**src/fsps_consts.svh**
```systemverilog
// constants for the flash self-program sequencer: apb offsets, fields, timing
// assumes inclusion by the design files and the bench only
`ifndef FSPS_CONSTS_SVH
`define FSPS_CONSTS_SVH
`define FSPS_OFF_CTRL      8'h00
`define FSPS_OFF_KEY       8'h04
`define FSPS_OFF_LATCH     8'h08
`define FSPS_OFF_PTR       8'h0C
`define FSPS_OFF_TBLOP     8'h10
`define FSPS_OFF_STATUS    8'h14
`define FSPS_BIT_WR        1
`define FSPS_BIT_WRITE_ENABLE_BIT      2
`define FSPS_BIT_WRITE_ABORT_FLAG     3
`define FSPS_BIT_FREE      4
`define FSPS_BIT_WORD_PROGRAM_SELECT    5
`define FSPS_KEY1          8'h55
`define FSPS_KEY2          8'hAA
`define FSPS_OP_READ       2'h1
`define FSPS_OP_WRITE      2'h2
`define FSPS_PTR_W         22
`define FSPS_HOLD_N        64
`define FSPS_CLK_NS        25
`define FSPS_WRITE_NS      1000000
`define FSPS_ERASE_NS      20000000
`define FSPS_WRITE_CYC     (`FSPS_WRITE_NS / `FSPS_CLK_NS)
`define FSPS_ERASE_CYC     (`FSPS_ERASE_NS / `FSPS_CLK_NS)
`endif

```
**src/fsps_pkg.sv**
```systemverilog
// types for the flash self-program sequencer
// assumes fsps_consts.svh on the include path
package fsps_pkg;
  typedef enum logic [1:0] {FSPS_IDLE, FSPS_ERASE, FSPS_PROG, FSPS_DONE} fsps_state_e;
  typedef logic [21:0] fsps_ptr_t;
endpackage

```
**src/fsps_key_det.sv**
```systemverilog
// unlock key detector: watches key register writes and all other register writes
// assumes pulses from the apb decode of the main sequencer, one clock
`timescale 1ns/1ps
`include "fsps_consts.svh"
module fsps_key_det
(
  input  wire logic       pclk,
  input  wire logic       presetn,
  input  wire logic       key_wr,
  input  wire logic [7:0] key_data,
  input  wire logic       other_wr,
  output logic            unlocked
);
  import fsps_pkg::*;
  logic [1:0] stage_q;
  logic [1:0] stage_d;

  // any other write breaks the sequence, so the key must be directly followed by start
  always_comb
  begin
    stage_d = stage_q;
    if (other_wr)
      stage_d = 2'h0; // [RULE24]
    else if (key_wr)
      stage_d = (key_data == `FSPS_KEY1) ? 2'h1 :
                ((stage_q == 2'h1) && (key_data == `FSPS_KEY2)) ? 2'h2 : 2'h0; // [RULE8]
  end

  always_ff @(posedge pclk or negedge presetn)
  begin
    if (!presetn)
      stage_q <= 2'h0;
    else
      stage_q <= stage_d;
  end

  assign unlocked = (stage_q == 2'h2);
endmodule // fsps_key_det

```
**src/fsps_seq.sv**
```systemverilog
// flash self-program sequencer: table latch, holding buffer, erase and program timing
// assumes an apb master on pclk and a flash array port answering reads combinationally
//
// Summary of operation
// [RULE1] table read puts the one pointed byte into the table latch
// [RULE2] table read may post-increment the byte pointer
// [RULE3] memory is 16-bit words; pointer bit 0 picks low or high byte
// [RULE4] self erase always clears a whole 1024-byte block, never one word
// [RULE5] erase block chosen by pointer bits 21..10; bits 9..0 ignored
// [RULE6] no larger-than-block erase is possible from the core
// [RULE7] core sets write enable and erase select before an erase
// [RULE8] start honoured only after 55h then AAh key writes
// [RULE9] erase is a long write stalling the cpu, ended by the timer
// [RULE10] start with erase selected runs erase for the erase time
// [RULE11] programming unit is 64 bytes, or one 2-byte word
// [RULE12] 64 byte holding registers loaded by table writes only
// [RULE13] core issues up to 64 table writes to fill the holding registers
// [RULE14] core then writes control register to launch programming
// [RULE15] an on-chip timer sets cycle length; pump enable drives high voltage
// [RULE16] start with only write enable runs program for the write time
// [RULE17] holding registers keep contents after programming
// [RULE18] core keeps the pointer within the target 64-byte range
// [RULE19] core programs each byte at most once between erases
// [RULE20] start bit is set-only by software, cleared by hardware at end
// [RULE21] abort flag set on start, cleared on clean timer expiry
// [RULE22] word select picks 2 bytes when set, 64 bytes when clear
// [RULE23] erase select cleared after erase; key register reads zero
// [RULE24] start ignored unless directly after the key; key then rearmed
// [RULE25] start refused while write enable is clear
//
// Our own choices: register access over APB and the register addresses.
`timescale 1ns/1ps
`include "fsps_consts.svh"
module fsps_seq
#(
  parameter int unsigned WRITE_CYC = `FSPS_WRITE_CYC,
  parameter int unsigned ERASE_CYC = `FSPS_ERASE_CYC
)
(
  input  wire logic            pclk,
  input  wire logic            presetn,
  input  wire logic            psel,
  input  wire logic            penable,
  input  wire logic            pwrite,
  input  wire logic [7:0]      paddr,
  input  wire logic [31:0]     pwdata,
  output logic      [31:0]     prdata,
  output logic                 pready,
  output logic                 pslverr,
  output fsps_pkg::fsps_ptr_t  flash_addr,
  input  wire logic [15:0]     flash_rdata,
  output logic                 flash_erase,
  output logic                 flash_prog,
  output logic                 flash_word,
  output logic [7:0]           flash_wdata,
  output logic [5:0]           flash_widx,
  output logic                 pump_en,
  output logic                 cpu_stall
);
  import fsps_pkg::*;

  logic [7:0]  hold_q [`FSPS_HOLD_N];
  fsps_ptr_t   ptr_q;
  logic [7:0]  latch_q;
  logic        wr_q, write_enable_bit_q, write_abort_flag_q, free_q, word_program_select_q;
  fsps_state_e state_q;
  logic [31:0] tmr_q;
  logic [6:0]  idx_q;
  logic [31:0] prdata_q;
  logic        pready_q, pslverr_q;

  // apb decode: answer one cycle into the access phase, so each access takes three cycles
  wire acc      = psel && penable && !pready_q;
  wire wr_acc   = acc && pwrite;
  wire rd_acc   = acc && !pwrite;
  wire hit_ctrl = paddr == `FSPS_OFF_CTRL;
  wire hit_key  = paddr == `FSPS_OFF_KEY;
  wire hit_lat  = paddr == `FSPS_OFF_LATCH;
  wire hit_ptr  = paddr == `FSPS_OFF_PTR;
  wire hit_op   = paddr == `FSPS_OFF_TBLOP;
  wire hit_st   = paddr == `FSPS_OFF_STATUS;
  wire mapped   = hit_ctrl | hit_key | hit_lat | hit_ptr | hit_op | hit_st;
  wire busy     = state_q != FSPS_IDLE;
  wire key_wr   = wr_acc && hit_key;
  wire ctrl_wr  = wr_acc && hit_ctrl && !busy;
  wire start_req = ctrl_wr && pwdata[`FSPS_BIT_WR];
  wire unlocked;
  wire start_ok = start_req && unlocked && pwdata[`FSPS_BIT_WRITE_ENABLE_BIT]; // [RULE25]
  wire tbl_rd   = wr_acc && hit_op && !busy && pwdata[1:0] == `FSPS_OP_READ;
  wire tbl_wr   = wr_acc && hit_op && !busy && pwdata[1:0] == `FSPS_OP_WRITE;
  wire post_inc = pwdata[2];
  wire tmr_end  = tmr_q == 32'h0;
  wire [7:0] rd_byte = ptr_q[0] ? flash_rdata[15:8] : flash_rdata[7:0]; // [RULE3]
  wire [7:0] ctrl_rd = {2'h0, word_program_select_q, free_q, write_abort_flag_q, write_enable_bit_q, wr_q, 1'b0};
  wire [31:0] rd_mux = hit_ctrl ? {24'h0, ctrl_rd} :
                       hit_lat  ? {24'h0, latch_q} :
                       hit_ptr  ? {10'h0, ptr_q} :
                       hit_st   ? {30'h0, state_q} : 32'h0; // [RULE23]
  // erase ignores low bits; program targets the 64-byte row around the pointer
  wire fsps_ptr_t erase_base = {ptr_q[21:10], 10'h0}; // [RULE5] [RULE6]

  fsps_key_det u_key
  (
    .pclk     (pclk),
    .presetn  (presetn),
    .key_wr   (key_wr),
    .key_data (pwdata[7:0]),
    .other_wr (wr_acc && !hit_key),
    .unlocked (unlocked)
  );

  // bus answer registers
  always_ff @(posedge pclk or negedge presetn)
  begin
    if (!presetn)
    begin
      pready_q  <= 1'b0;
      pslverr_q <= 1'b0;
      prdata_q  <= 32'h0;
    end
    else
    begin
      pready_q  <= acc;
      pslverr_q <= acc && !mapped;
      prdata_q  <= rd_acc ? rd_mux : 32'h0;
    end
  end

  // pointer and latch
  always_ff @(posedge pclk or negedge presetn)
  begin
    if (!presetn)
    begin
      ptr_q   <= '0;
      latch_q <= 8'h0;
    end
    else
    begin
      if (wr_acc && hit_ptr && !busy)
        ptr_q <= pwdata[21:0];
      else if ((tbl_rd || tbl_wr) && post_inc)
        ptr_q <= ptr_q + 22'h1; // [RULE2]
      if (tbl_rd)
        latch_q <= rd_byte; // [RULE1]
      else if (wr_acc && hit_lat)
        latch_q <= pwdata[7:0];
    end
  end

  // holding buffer: written only by table writes, never cleared by programming
  always_ff @(posedge pclk)
  begin
    if (tbl_wr)
      hold_q[ptr_q[5:0]] <= latch_q; // [RULE12] [RULE17]
  end

  // control bits; start is set-only from software
  always_ff @(posedge pclk or negedge presetn)
  begin
    if (!presetn)
    begin
      write_enable_bit_q   <= 1'b0;
      free_q   <= 1'b0;
      word_program_select_q <= 1'b0;
      wr_q     <= 1'b0;
      write_abort_flag_q  <= 1'b1;
    end
    else
    begin
      if (ctrl_wr)
      begin
        write_enable_bit_q   <= pwdata[`FSPS_BIT_WRITE_ENABLE_BIT];
        free_q   <= pwdata[`FSPS_BIT_FREE];
        word_program_select_q <= pwdata[`FSPS_BIT_WORD_PROGRAM_SELECT];
      end
      else if (state_q == FSPS_DONE && free_q)
        free_q <= 1'b0; // [RULE23]
      if (start_ok)
      begin
        wr_q    <= 1'b1; // [RULE20]
        write_abort_flag_q <= 1'b1; // [RULE21]
      end
      else if (start_req)
        write_abort_flag_q <= 1'b1; // [RULE21]
      else if (state_q == FSPS_DONE)
      begin
        wr_q    <= 1'b0; // [RULE20]
        write_abort_flag_q <= 1'b0; // [RULE21]
      end
    end
  end

  // long-write engine: the timer alone ends erase and program
  always_ff @(posedge pclk or negedge presetn)
  begin
    if (!presetn)
    begin
      state_q <= FSPS_IDLE;
      tmr_q   <= 32'h0;
      idx_q   <= 7'h0;
    end
    else
    begin
      case (state_q)
        FSPS_IDLE:
          if (start_ok)
          begin
            state_q <= pwdata[`FSPS_BIT_FREE] ? FSPS_ERASE : FSPS_PROG; // [RULE10] [RULE16]
            tmr_q   <= pwdata[`FSPS_BIT_FREE] ? ERASE_CYC - 1 : WRITE_CYC - 1; // [RULE15]
            idx_q   <= 7'h0;
          end
        FSPS_ERASE:
        begin
          tmr_q <= tmr_q - 32'h1;
          if (tmr_end)
            state_q <= FSPS_DONE; // [RULE9]
        end
        FSPS_PROG:
        begin
          tmr_q <= tmr_q - 32'h1;
          // count saturates so a long timer cannot restream the block
          if (!idx_q[6])
            idx_q <= idx_q + 7'h1; // [RULE11]
          if (tmr_end)
            state_q <= FSPS_DONE;
        end
        FSPS_DONE:
          state_q <= FSPS_IDLE;
        default:
          state_q <= FSPS_IDLE;
      endcase
    end
  end

  // array-side outputs, registered; word mode streams two bytes, block mode 64
  always_ff @(posedge pclk or negedge presetn)
  begin
    if (!presetn)
    begin
      flash_addr  <= '0;
      flash_erase <= 1'b0;
      flash_prog  <= 1'b0;
      flash_word  <= 1'b0;
      flash_wdata <= 8'h0;
      flash_widx  <= 6'h0;
      pump_en     <= 1'b0;
      cpu_stall   <= 1'b0;
    end
    else
    begin
      flash_erase <= state_q == FSPS_ERASE; // [RULE4]
      flash_word  <= word_program_select_q; // [RULE22]
      flash_prog  <= state_q == FSPS_PROG &&
                     (word_program_select_q ? idx_q < 7'h2 : !idx_q[6]); // [RULE11]
      flash_widx  <= word_program_select_q ? {ptr_q[5:1], idx_q[0]} : idx_q[5:0];
      flash_wdata <= word_program_select_q ? hold_q[{ptr_q[5:1], idx_q[0]}] : hold_q[idx_q[5:0]];
      flash_addr  <= state_q == FSPS_ERASE ? erase_base :
                     state_q == FSPS_PROG  ? {ptr_q[21:6], 6'h0} : ptr_q;
      pump_en     <= state_q == FSPS_ERASE || state_q == FSPS_PROG; // [RULE15]
      cpu_stall   <= state_q == FSPS_ERASE || state_q == FSPS_PROG; // [RULE9]
    end
  end

  assign prdata  = prdata_q;
  assign pready  = pready_q;
  assign pslverr = pslverr_q;
endmodule // fsps_seq

```
**config.mk**
```make
export PLATFORM = sky130hd
export DESIGN_NAME = fsps_seq
export DESIGN_NICKNAME = d
export VERILOG_FILES = /design/src/fsps_pkg.sv /design/src/fsps_key_det.sv /design/src/fsps_seq.sv
export VERILOG_INCLUDE_DIRS = /design/src
export SDC_FILE = /design/constraint.sdc
export NUM_CORES = 1
export LEC_CHECK = 0
export ABC_CLOCK_PERIOD_IN_PS = 5100
export CORE_MARGIN = 4
export CORE_UTILIZATION = 40
export CTS_BUF_LIST = sky130_fd_sc_hd__clkbuf_8
export CTS_CLUSTER_SIZE = 16
export DETAILED_ROUTE_END_ITERATION = 6
export DONT_BUFFER_PORTS = 1
export PLACE_DENSITY_LB_ADDON = 0.25
export SYNTH_ARGS = -nofsm -noshare
export SYNTH_HDL_FRONTEND = slang
export SYNTH_SLANG_ARGS = --single-unit
```
**constraint.sdc**
```tcl
create_clock -name pclk -period 5.1 [get_ports pclk]
set_clock_uncertainty 0.2 [all_clocks]
set_input_delay 1.02 -clock pclk [delete_from_list [all_inputs] [get_ports pclk]]
set_output_delay 1.02 -clock pclk [all_outputs]
set_load 0.1 [all_outputs]
```
==> impl_metrics.toml, run 1 <==
[cells_and_area]
final_cell_mix = "512 x edfxtp_1, 200 x mux2i_1, 183 x mux4_2"
drive_gt1_share_pct = 24.05
final_common_cell = "edfxtp_1"
fin_nets = 2182
n_fill_cell = 6701
final_util_pct = 45.44
area.growth.synth_to_final_pct = 11.80
seqCellArea_um2 = 18950
multi_input_area_um2 = 11320

[drt]
vias = 19724
drc = 0
finalWirelength_um = 95710
viasPerCell = 6.097
postRouteAntennaNets = 0
first_pass_iters = 6
wl_per_cell_um = 29.58
drt-initial-drc-count = 2471

[sta]
clock.fmax_mhz = 234.1
slew_viol_final = 0
rsz0062_at_grt = "no"
slew_headroom_pct = 14.94
worst_hold_slack_ns = 0.08108
tightestPinTransition_ns = 1.266
hold_viol_final = 0
fin_setup_tns_ns = 0
setup_viol_count_final = 0
fin_crit_ns = 4.272
finalCritPeriodShare_pct = 83.77

[setup_path]
worstSetupPathType = "register to register"
cpPeakStageDelay_ns = 0.85
cp.required_ns = 5.25
arrival_ns = 4.42
endpoint_kind = "register"
worstPathMaxFanout = 11
crit_chain = "inv_1 -> ha_1 -> nand4_4 -> nor3b_1 -> nand2_1 -> nor2_1"
worst_path_max_delay_cell = "nor2_1"
startpoint_type = "register"

[placed_design]
portBuffers = 0
dp_hpwl_um = 65180
gp_congestion = 0.9481

[power]
sw_frac_of_total_pct = 24.26
clkPwrFrac_pct = 42.3
seqPwrFrac_pct = 53.8
power.leakage_nw = 11.95
p_switching_mw = 2.654
internal_power_mw = 8.288
p_per_area_nw_per_um2 = 315.0
power_frac_comb_pct = 3.8
peakVddDrop_uv = 206.0

[clock_network]
cts.sinks = 654
clk_path_buf_depth = 3
post_cts_resized = 0
cts_root_buf = "clkbuf_8"
cts_tree = "built"
cts_setup_buffers = 0
cts_hold_buf = 1
cts.htree.levels = 3
clk_pin_slew_worst_paths_ns = 0.06
numCtsBuffers = 108
clkLatencyLatePin_ns = 0.75

[synthesis]
synth_edf_count = 512
yosysSeqAreaShare_pct = 60.92
ys_async_sr_fraction_pct = 21.71
synth.distinct_cells = 73
synth_area_um2 = 31070
synth_cells = 2033
synth_ff_type = "edfxtp_1"
yosys_warnings = 0
synth_area_per_cell_um2 = 15.28
synth-seq-cells = 654

[die]
rows = 101
die_x_um = 286.7
start_util_pct = 40.64
fp.dieH_um = 286.7
dieArea_um2 = 82200
num_io_pins = 136
core_um2 = 76450

[job]
drv_cap = 0

[grt]
grt-ovfl-total = 0
grt_max_degree = 143
grt_first_pass_wirelength_um = 138600
grt_pass1_vias = 19699
antenna_found_initial = 3
grt_usage_pct = 23.06

[hold_path]
hp-class = "input port to asynchronous set/reset pin"

[status]
status = "finished clean"
synthesized netlist by cell type, drive strengths merged, types with 4 or more instances:
library cell	count	area share, %
o21ai	50	0.81
clkbuf	68	0.82
a22o	12	0.34
mux2	19	0.69
xnor2	23	0.65
ha	8	0.32
and2	25	0.50
nor2	151	1.8
nand2b	9	0.18
a31oi	6	0.12
nand2	89	1.1
a221oi	6	0.17
and3	6	0.12
or2	6	0.12
nand3b	8	0.19
o31ai	8	0.19
a222oi	6	0.19
mux4	183	13
o211ai	10	0.24
a2111oi	5	0.14
nand4	22	0.54
nor4b	6	0.23
buf	85	1.8
a211oi	11	0.27
nor2b	19	0.38
o22ai	28	0.56
a21oi	37	0.60
nor3	33	0.58
inv	16	0.19
edfxtp	512	49
nor3b	5	0.12
a221o	4	0.13
xor2	18	0.51
a22oi	63	1.5
nand3	58	0.93
mux2i	200	6.4
or3	13	0.26
nand4b	6	0.17
dfrtp	141	11
nor4	21	0.82
cell families after synthesis:
logic type | synth area share [%]
buf+inv | 2.803
flops | 60.92
xor+xnor | 1.156
mux | 20.40
compound gates | 5.742
fa+ha+maj | 0.3222
other cells | 0.01207
simple gates | 8.649
flip-flops by register name, summed over array words and instances, names as in the netlist:
name and cells:
hold_q 512, tmr_q 32, flash_addr 22, prdata 22, ptr_q 22, flash_wdata 8, latch_q 8, idx_q 7
flash_widx 6, state_q 2, u_key.stage_q 2, cpu_stall 1, flash_erase 1, flash_prog 1, flash_word 1, free_q 1
pready 1, pslverr 1, word_program_select_q 1, wr_q 1, write_abort_flag_q 1, write_enable_bit_q 1
worst paths after layout:
kind                                         from                       end  slack [ns]  depth (start not counted)
max                        state_q[0]$_DFFE_PN0P_   hold_q[20][7]$_DFFE_PP_        0.83                          6
min                                       presetn    latch_q[7]$_DFFE_PN0P_        0.08                          1
max reg2reg                state_q[0]$_DFFE_PN0P_   hold_q[20][7]$_DFFE_PP_        0.83                          6
min reg2reg                 ptr_q[21]$_DFFE_PN0P_  flash_addr[21]$_DFF_PN0_        0.23                          0
max in group asynchronous                 presetn       cpu_stall$_DFF_PN0_        4.00                          1
min in group pclk                       pwdata[0]    latch_q[0]$_DFFE_PN0P_        0.17                          1
per-layer routing:
metal,GRT usage [%],wire (um),vias to the layer above
met4,7.389,3335,0
li1,-,-,8245
met5,0,0,-
met1,31.63,38950,10326
met3,5.068,8383,198
met2,36.86,45040,955
layout make-up:
cell class,instances,share of cell area (%)
inverter,16,0.1729
clock buffer,116,4.596
tap,1030,3.710
sequential,654,54.56
timing repair buffer,114,2.701
multi-input combinational,1219,32.57
clock inverter,85,1.678
antenna,1,0.007203
metrics by stage:
stage | setup slack [ns] | total power [mW] | instances | area, um2
after floorplan | 1.893 | 6.261 | 2042 | 31110
after global placement | 0.6755 | 6.384 | 3032 | 32530
after detailed placement | 0.5823 | 6.392 | 3032 | 32530
after CTS | 0.8691 | 11.05 | 3234 | 34740
after global routing | 0.6618 | 11.34 | 3235 | 34740
final | 0.8278 | 10.94 | 3235 | 34740
worst max-delay path, delay by kind of cell, from the launching register on:
kind                       cells  cell delay (ns)
DFF                            1             0.41
and+or+nand+nor                4             2.56
adders and majority gates      1             0.56
buffers and inverters          1             0.14
power groups by stage:
stage | combinational [mW] | clock [mW] | sequential (mW)
2_1_floorplan | 0.289 | 0 | 5.97
3_3_place_gp | 0.389 | 0 | 6.00
3_5_place_dp | 0.394 | 0 | 6.00
4_1_cts | 0.422 | 4.74 | 5.89
5_1_grt | 0.456 | 5.00 | 5.89
6_report | 0.420 | 4.63 | 5.89
Power figures use the tool's default switching activity.
==> inputs of run 2 (changes only) <==
- ABC_CLOCK_PERIOD_IN_PS: 5100 -> 4500
- clock period: 5.1 -> 4.5 ns (I/O delays scaled with it)
==> impl_metrics.toml, run 2 (same netlist as run 1, synthesis figures left out) <==
[drt]
drc = 0
viasPerCell = 6.072
drt-initial-drc-count = 2411
vias = 19916
wl_per_cell_um = 29.15
postRouteAntennaNets = 0
first_pass_iters = 6
finalWirelength_um = 95620

[setup_path]
startpoint_type = "register"
worstPathMaxFanout = 17
cpPeakStageDelay_ns = 0.77
arrival_ns = 3.96
crit_family = "compound AO/OA/AOI/OAI gates"
worst_path_max_delay_cell = "a2111oi_0"
worst-path-buf-inv = 1
cp.required_ns = 4.77
endpoint_kind = "register"
crit_chain = "buf_4 -> mux4_2 -> a2111oi_0 -> o21ai_0 -> nand3_1 -> nand3_1"
cpMostUsedCell = "nand3_1"
worstSetupPathType = "register to register"

[grt]
grt_usage_pct = 23.02
grt_max_degree = 143
grt-ovfl-total = 0
grt_first_pass_wirelength_um = 138600
antenna_found_initial = 3
grt_pass1_vias = 19860

[sta]
clock.fmax_mhz = 270.9
finalCritPeriodShare_pct = 82.04
setup_viol_count_final = 0
tightestPinTransition_ns = 1.059
slew_headroom_pct = 29.39
layout_setup_ws_ns = 0.8084
hold_viol_final = 0
fin_crit_ns = 3.692
slew_viol_final = 0
rsz0062_at_grt = "no"
fin_setup_tns_ns = 0

[cells_and_area]
final_util_pct = 45.97
largest_register_ffs = 512
area.growth.synth_to_final_pct = 13.12
final_cell_mix = "512 x edfxtp_1, 200 x mux2i_1, 183 x mux4_2"
drive_gt1_share_pct = 25.08
fin_nets = 2226
final_common_cell = "edfxtp_1"
n_fill_cell = 6660

[clock_network]
clkLatencyLatePin_ns = 0.73
clk_pin_slew_worst_paths_ns = 0.07
cts_setup_buffers = 0
cts_tree = "built"
cts_hold_buf = 2
cts_root_buf = "clkbuf_8"
cts.htree.levels = 3
cts.sinks = 654
numCtsBuffers = 110
post_cts_resized = 0
clk_path_buf_depth = 3

[power]
power.leakage_nw = 12.22
p_per_area_nw_per_um2 = 354.5
peakVddDrop_uv = 266.7
power_mw = 12.46

[die]
start_util_pct = 40.64
core_um2 = 76450
num_io_pins = 136
rows = 101
dieArea_um2 = 82200
fp.dieH_um = 286.7
die_x_um = 286.7

[placed_design]
place_ws_ns = 0.6318
portBuffers = 0
gp_congestion = 0.9827
dp_hpwl_um = 66580

[status]
status = "finished clean"

[hold_path]
hp-class = "input port to register"

[job]
drv_cap = 0
run 2: cell count changes in the layout (fill, tap and decap cells not counted), sizes merged:
cell         change
clkbuf          +13
inv              +2
buf             +41
clkinv           -6
bufinv           -2
dlygate4sd3      +1
clkinvlp         -4
run 2: final cells by class:
class	count	area (um2)	area share [%]
diodes	1	2.502	0.007119
clock buffers	129	1775	5.051
clock inverters	75	457.9	1.303
inverters	16	60.06	0.1709
multi-input cells	1219	11320	32.19
flip-flops and latches	654	18950	53.93
well taps	1030	1289	3.667
repair buffers	156	1294	3.681
run 2: stage by stage:
stage / hold slack (ns) / cells / cell area (um2)
final: 0.07528 / 3280 / 35150
after global routing: 0.03954 / 3280 / 35150
after CTS: 0.002027 / 3279 / 35150
after detailed placement: 0.2111 / 3073 / 32880
after global placement: 0.2066 / 3073 / 32880
after floorplan: 0.1843 / 2042 / 31110
run 2: report_power, final:
group / internal [mW] / total [mW] / switching, mW
logic: 0.139 / 0.485 / 0.346
registers: 6.50 / 6.68 / 0.175
clock network: 2.85 / 5.30 / 2.45
total: 9.49 / 12.5 / 2.97
run 2: per-layer routing:
metal | wire length [um] | track usage [%]
met1 | 38490 | 31.34
met2 | 44540 | 36.70
met3 | 9042 | 5.282
met4 | 3530 | 7.823
met5 | 13 | 0
run 2: final timing paths:
kind	depth (start not counted)	end	slack [ns]	startpoint
worst max-delay path	6	flash_wdata[1]$_DFF_PN0_	0.81	idx_q[0]$_DFFE_PN0P_
worst min register to register	0	flash_addr[21]$_DFF_PN0_	0.23	ptr_q[21]$_DFFE_PN0P_
worst max register to register	6	flash_wdata[1]$_DFF_PN0_	0.81	idx_q[0]$_DFFE_PN0P_
worst min-delay path	1	latch_q[0]$_DFFE_PN0P_	0.08	pwdata[0]
min in group asynchronous	2	ptr_q[17]$_DFFE_PN0P_	0.65	presetn
max in group asynchronous	2	idx_q[1]$_DFFE_PN0P_	2.82	presetn
run 2: worst register-to-register path, stage by stage, from the launching register on:
cell and delay (ns):
dfrtp_4 0.70, buf_4 0.43, mux4_2 0.58, a2111oi_0 0.77, o21ai_0 0.31, nand3_1 0.16
nand3_1 0.27
==> inputs of run 3 (changes only) <==
- ABC_CLOCK_PERIOD_IN_PS: 4500 -> 3200
- clock period: 4.5 -> 3.2 ns (I/O delays scaled with it)
==> impl_metrics.toml, run 3 (same netlist as run 1, synthesis figures left out) <==
[status]
status = "complete, but fails checks"
violations = "hold timing, setup timing"

[grt]
grt_max_degree = 143
antenna_found_initial = 5
grt_first_pass_wirelength_um = 144500
grt-ovfl-total = 0
grt_usage_pct = 24.23
grt_pass1_vias = 20558

[clock_network]
clk_pin_slew_worst_paths_ns = 0.07
clkLatencyLatePin_ns = 0.78
cts_tree = "built"
cts.htree.levels = 3
cts_root_buf = "clkbuf_8"
cts_setup_buffers = 0
cts.sinks = 654
cts_hold_buf = 46
post_cts_resized = 0
numCtsBuffers = 110
clk_path_buf_depth = 3

[cells_and_area]
drive_gt1_share_pct = 27.00
finish.instance_area_um2 = 36180
largest_register_ffs = 512
final_util_pct = 47.33
area.growth.synth_to_final_pct = 16.45
final_cell_mix = "512 x edfxtp_1, 221 x buf_4, 200 x mux2i_1"
seqCellArea_um2 = 18950
final_common_cell = "edfxtp_1"
n_fill_cell = 6552
multi_input_area_um2 = 11310
fin_nets = 2353

[drt]
vias = 20468
finalWirelength_um = 100600
postRouteAntennaNets = 0
wl_per_cell_um = 29.50
viasPerCell = 6.004
first_pass_iters = 6
drt-initial-drc-count = 2257
drc = 0

[die]
die_x_um = 286.7
num_io_pins = 136
rows = 101
dieArea_um2 = 82200
start_util_pct = 40.64
fp.dieH_um = 286.7
core_um2 = 76450

[sta]
finalCritPeriodShare_pct = 100.1
fin_crit_ns = 3.203
slew_headroom_pct = 31.16
tightestPinTransition_ns = 1.033
layout_setup_ws_ns = -0.003121
setup_viol_count_final = 1
rsz0062_at_grt = "no"
clock.fmax_mhz = 312.2
slew_viol_final = 0
fin_setup_tns_ns = -0.003121
hold_viol_final = 142
worst_hold_slack_ns = -0.6459

[placed_design]
dp_hpwl_um = 70610
portBuffers = 0
placedInstanceArea_um2 = 33600
gp_congestion = 0.9302

[setup_path]
cp.required_ns = 3.69
startpoint = "ptr_q[3]$_DFFE_PN0P_"
worstReg2RegStart = "ptr_q[3]$_DFFE_PN0P_"
r2r_end = "flash_wdata[7]$_DFF_PN0_"
r2r_cells = 6
r2r_slack_ns = -0.003
endpoint_kind = "register"
arrival_ns = 3.70
worstSetupPathType = "register to register"
startpoint_type = "register"
worstPathMaxFanout = 17

[job]
drv_cap = 0

[hold_path]
hp-class = "input port to asynchronous set/reset pin"

[power]
internal_power_mw = 13.06
power_mw = 17.35
p_switching_mw = 4.289
power_frac_comb_pct = 4.0
power.leakage_nw = 12.79
sw_frac_of_total_pct = 24.72
p_per_area_nw_per_um2 = 479.5
seqPwrFrac_pct = 54.1
peakVddDrop_uv = 373.9
clkPwrFrac_pct = 41.8
-- run 3: layout make-up --
class                   instances  area share (%)
clock buffers                 114           4.336
repair buffers                283           6.743
diodes                          1        0.006916
multi-input cells            1219           31.27
well taps                    1030           3.562
clock inverters                92           1.535
inverters                      16          0.1660
flip-flops and latches        654           52.38
-- run 3: metrics by stage --
step | hold slack, ns | setup slack (ns) | cells
after detailed placement | 0.1478 | 0.04466 | 3156
after global placement | 0.1479 | 0.002065 | 3156
after CTS | -0.7141 | 0.1692 | 3408
after floorplan | 0.1444 | 0.1659 | 2042
after global routing | -0.7019 | 0.03571 | 3409
final | -0.6459 | -0.003121 | 3409
-- run 3: worst max path at each step --
stage	end	slack, ns	cells past startpoint
floorplan	hold_q[10][0]$_DFFE_PP_	0.17	6
global placement	hold_q[14][3]$_DFFE_PP_	0.002	9
detailed placement	hold_q[14][3]$_DFFE_PP_	0.04	9
CTS	tmr_q[26]$_DFFE_PN0P_	0.17	9
global route	tmr_q[26]$_DFFE_PN0P_	0.04	9
finish	flash_wdata[7]$_DFF_PN0_	-0.003	6
-- run 3: worst max-delay path: stages (launching register included) --
cell	delay, ns
dfrtp_1	0.90
buf_4	0.27
and3_1	0.65
a22oi_1	0.22
o21ai_0	0.61
o31ai_1	0.15
nand3_1	0.09
-- run 3: power groups by stage --
stage	registers [mW]	clock network, mW	logic (mW)
2_1_floorplan	9.52	0	0.460
3_3_place_gp	9.56	0	0.630
3_5_place_dp	9.56	0	0.634
4_1_cts	9.39	7.38	0.692
5_1_grt	9.39	7.82	0.744
6_report	9.39	7.26	0.698
-- run 3: per-layer routing --
| layer | wire (um) | vias up | track usage, % |
|---|---|---|---|
| met1 | 41020 | 10646 | 33.18 |
| met5 | 40 | - | 0 |
| met3 | 8700 | 219 | 5.131 |
| met4 | 3733 | 6 | 8.221 |
| met2 | 47060 | 994 | 38.73 |
| li1 | - | 8603 | - |
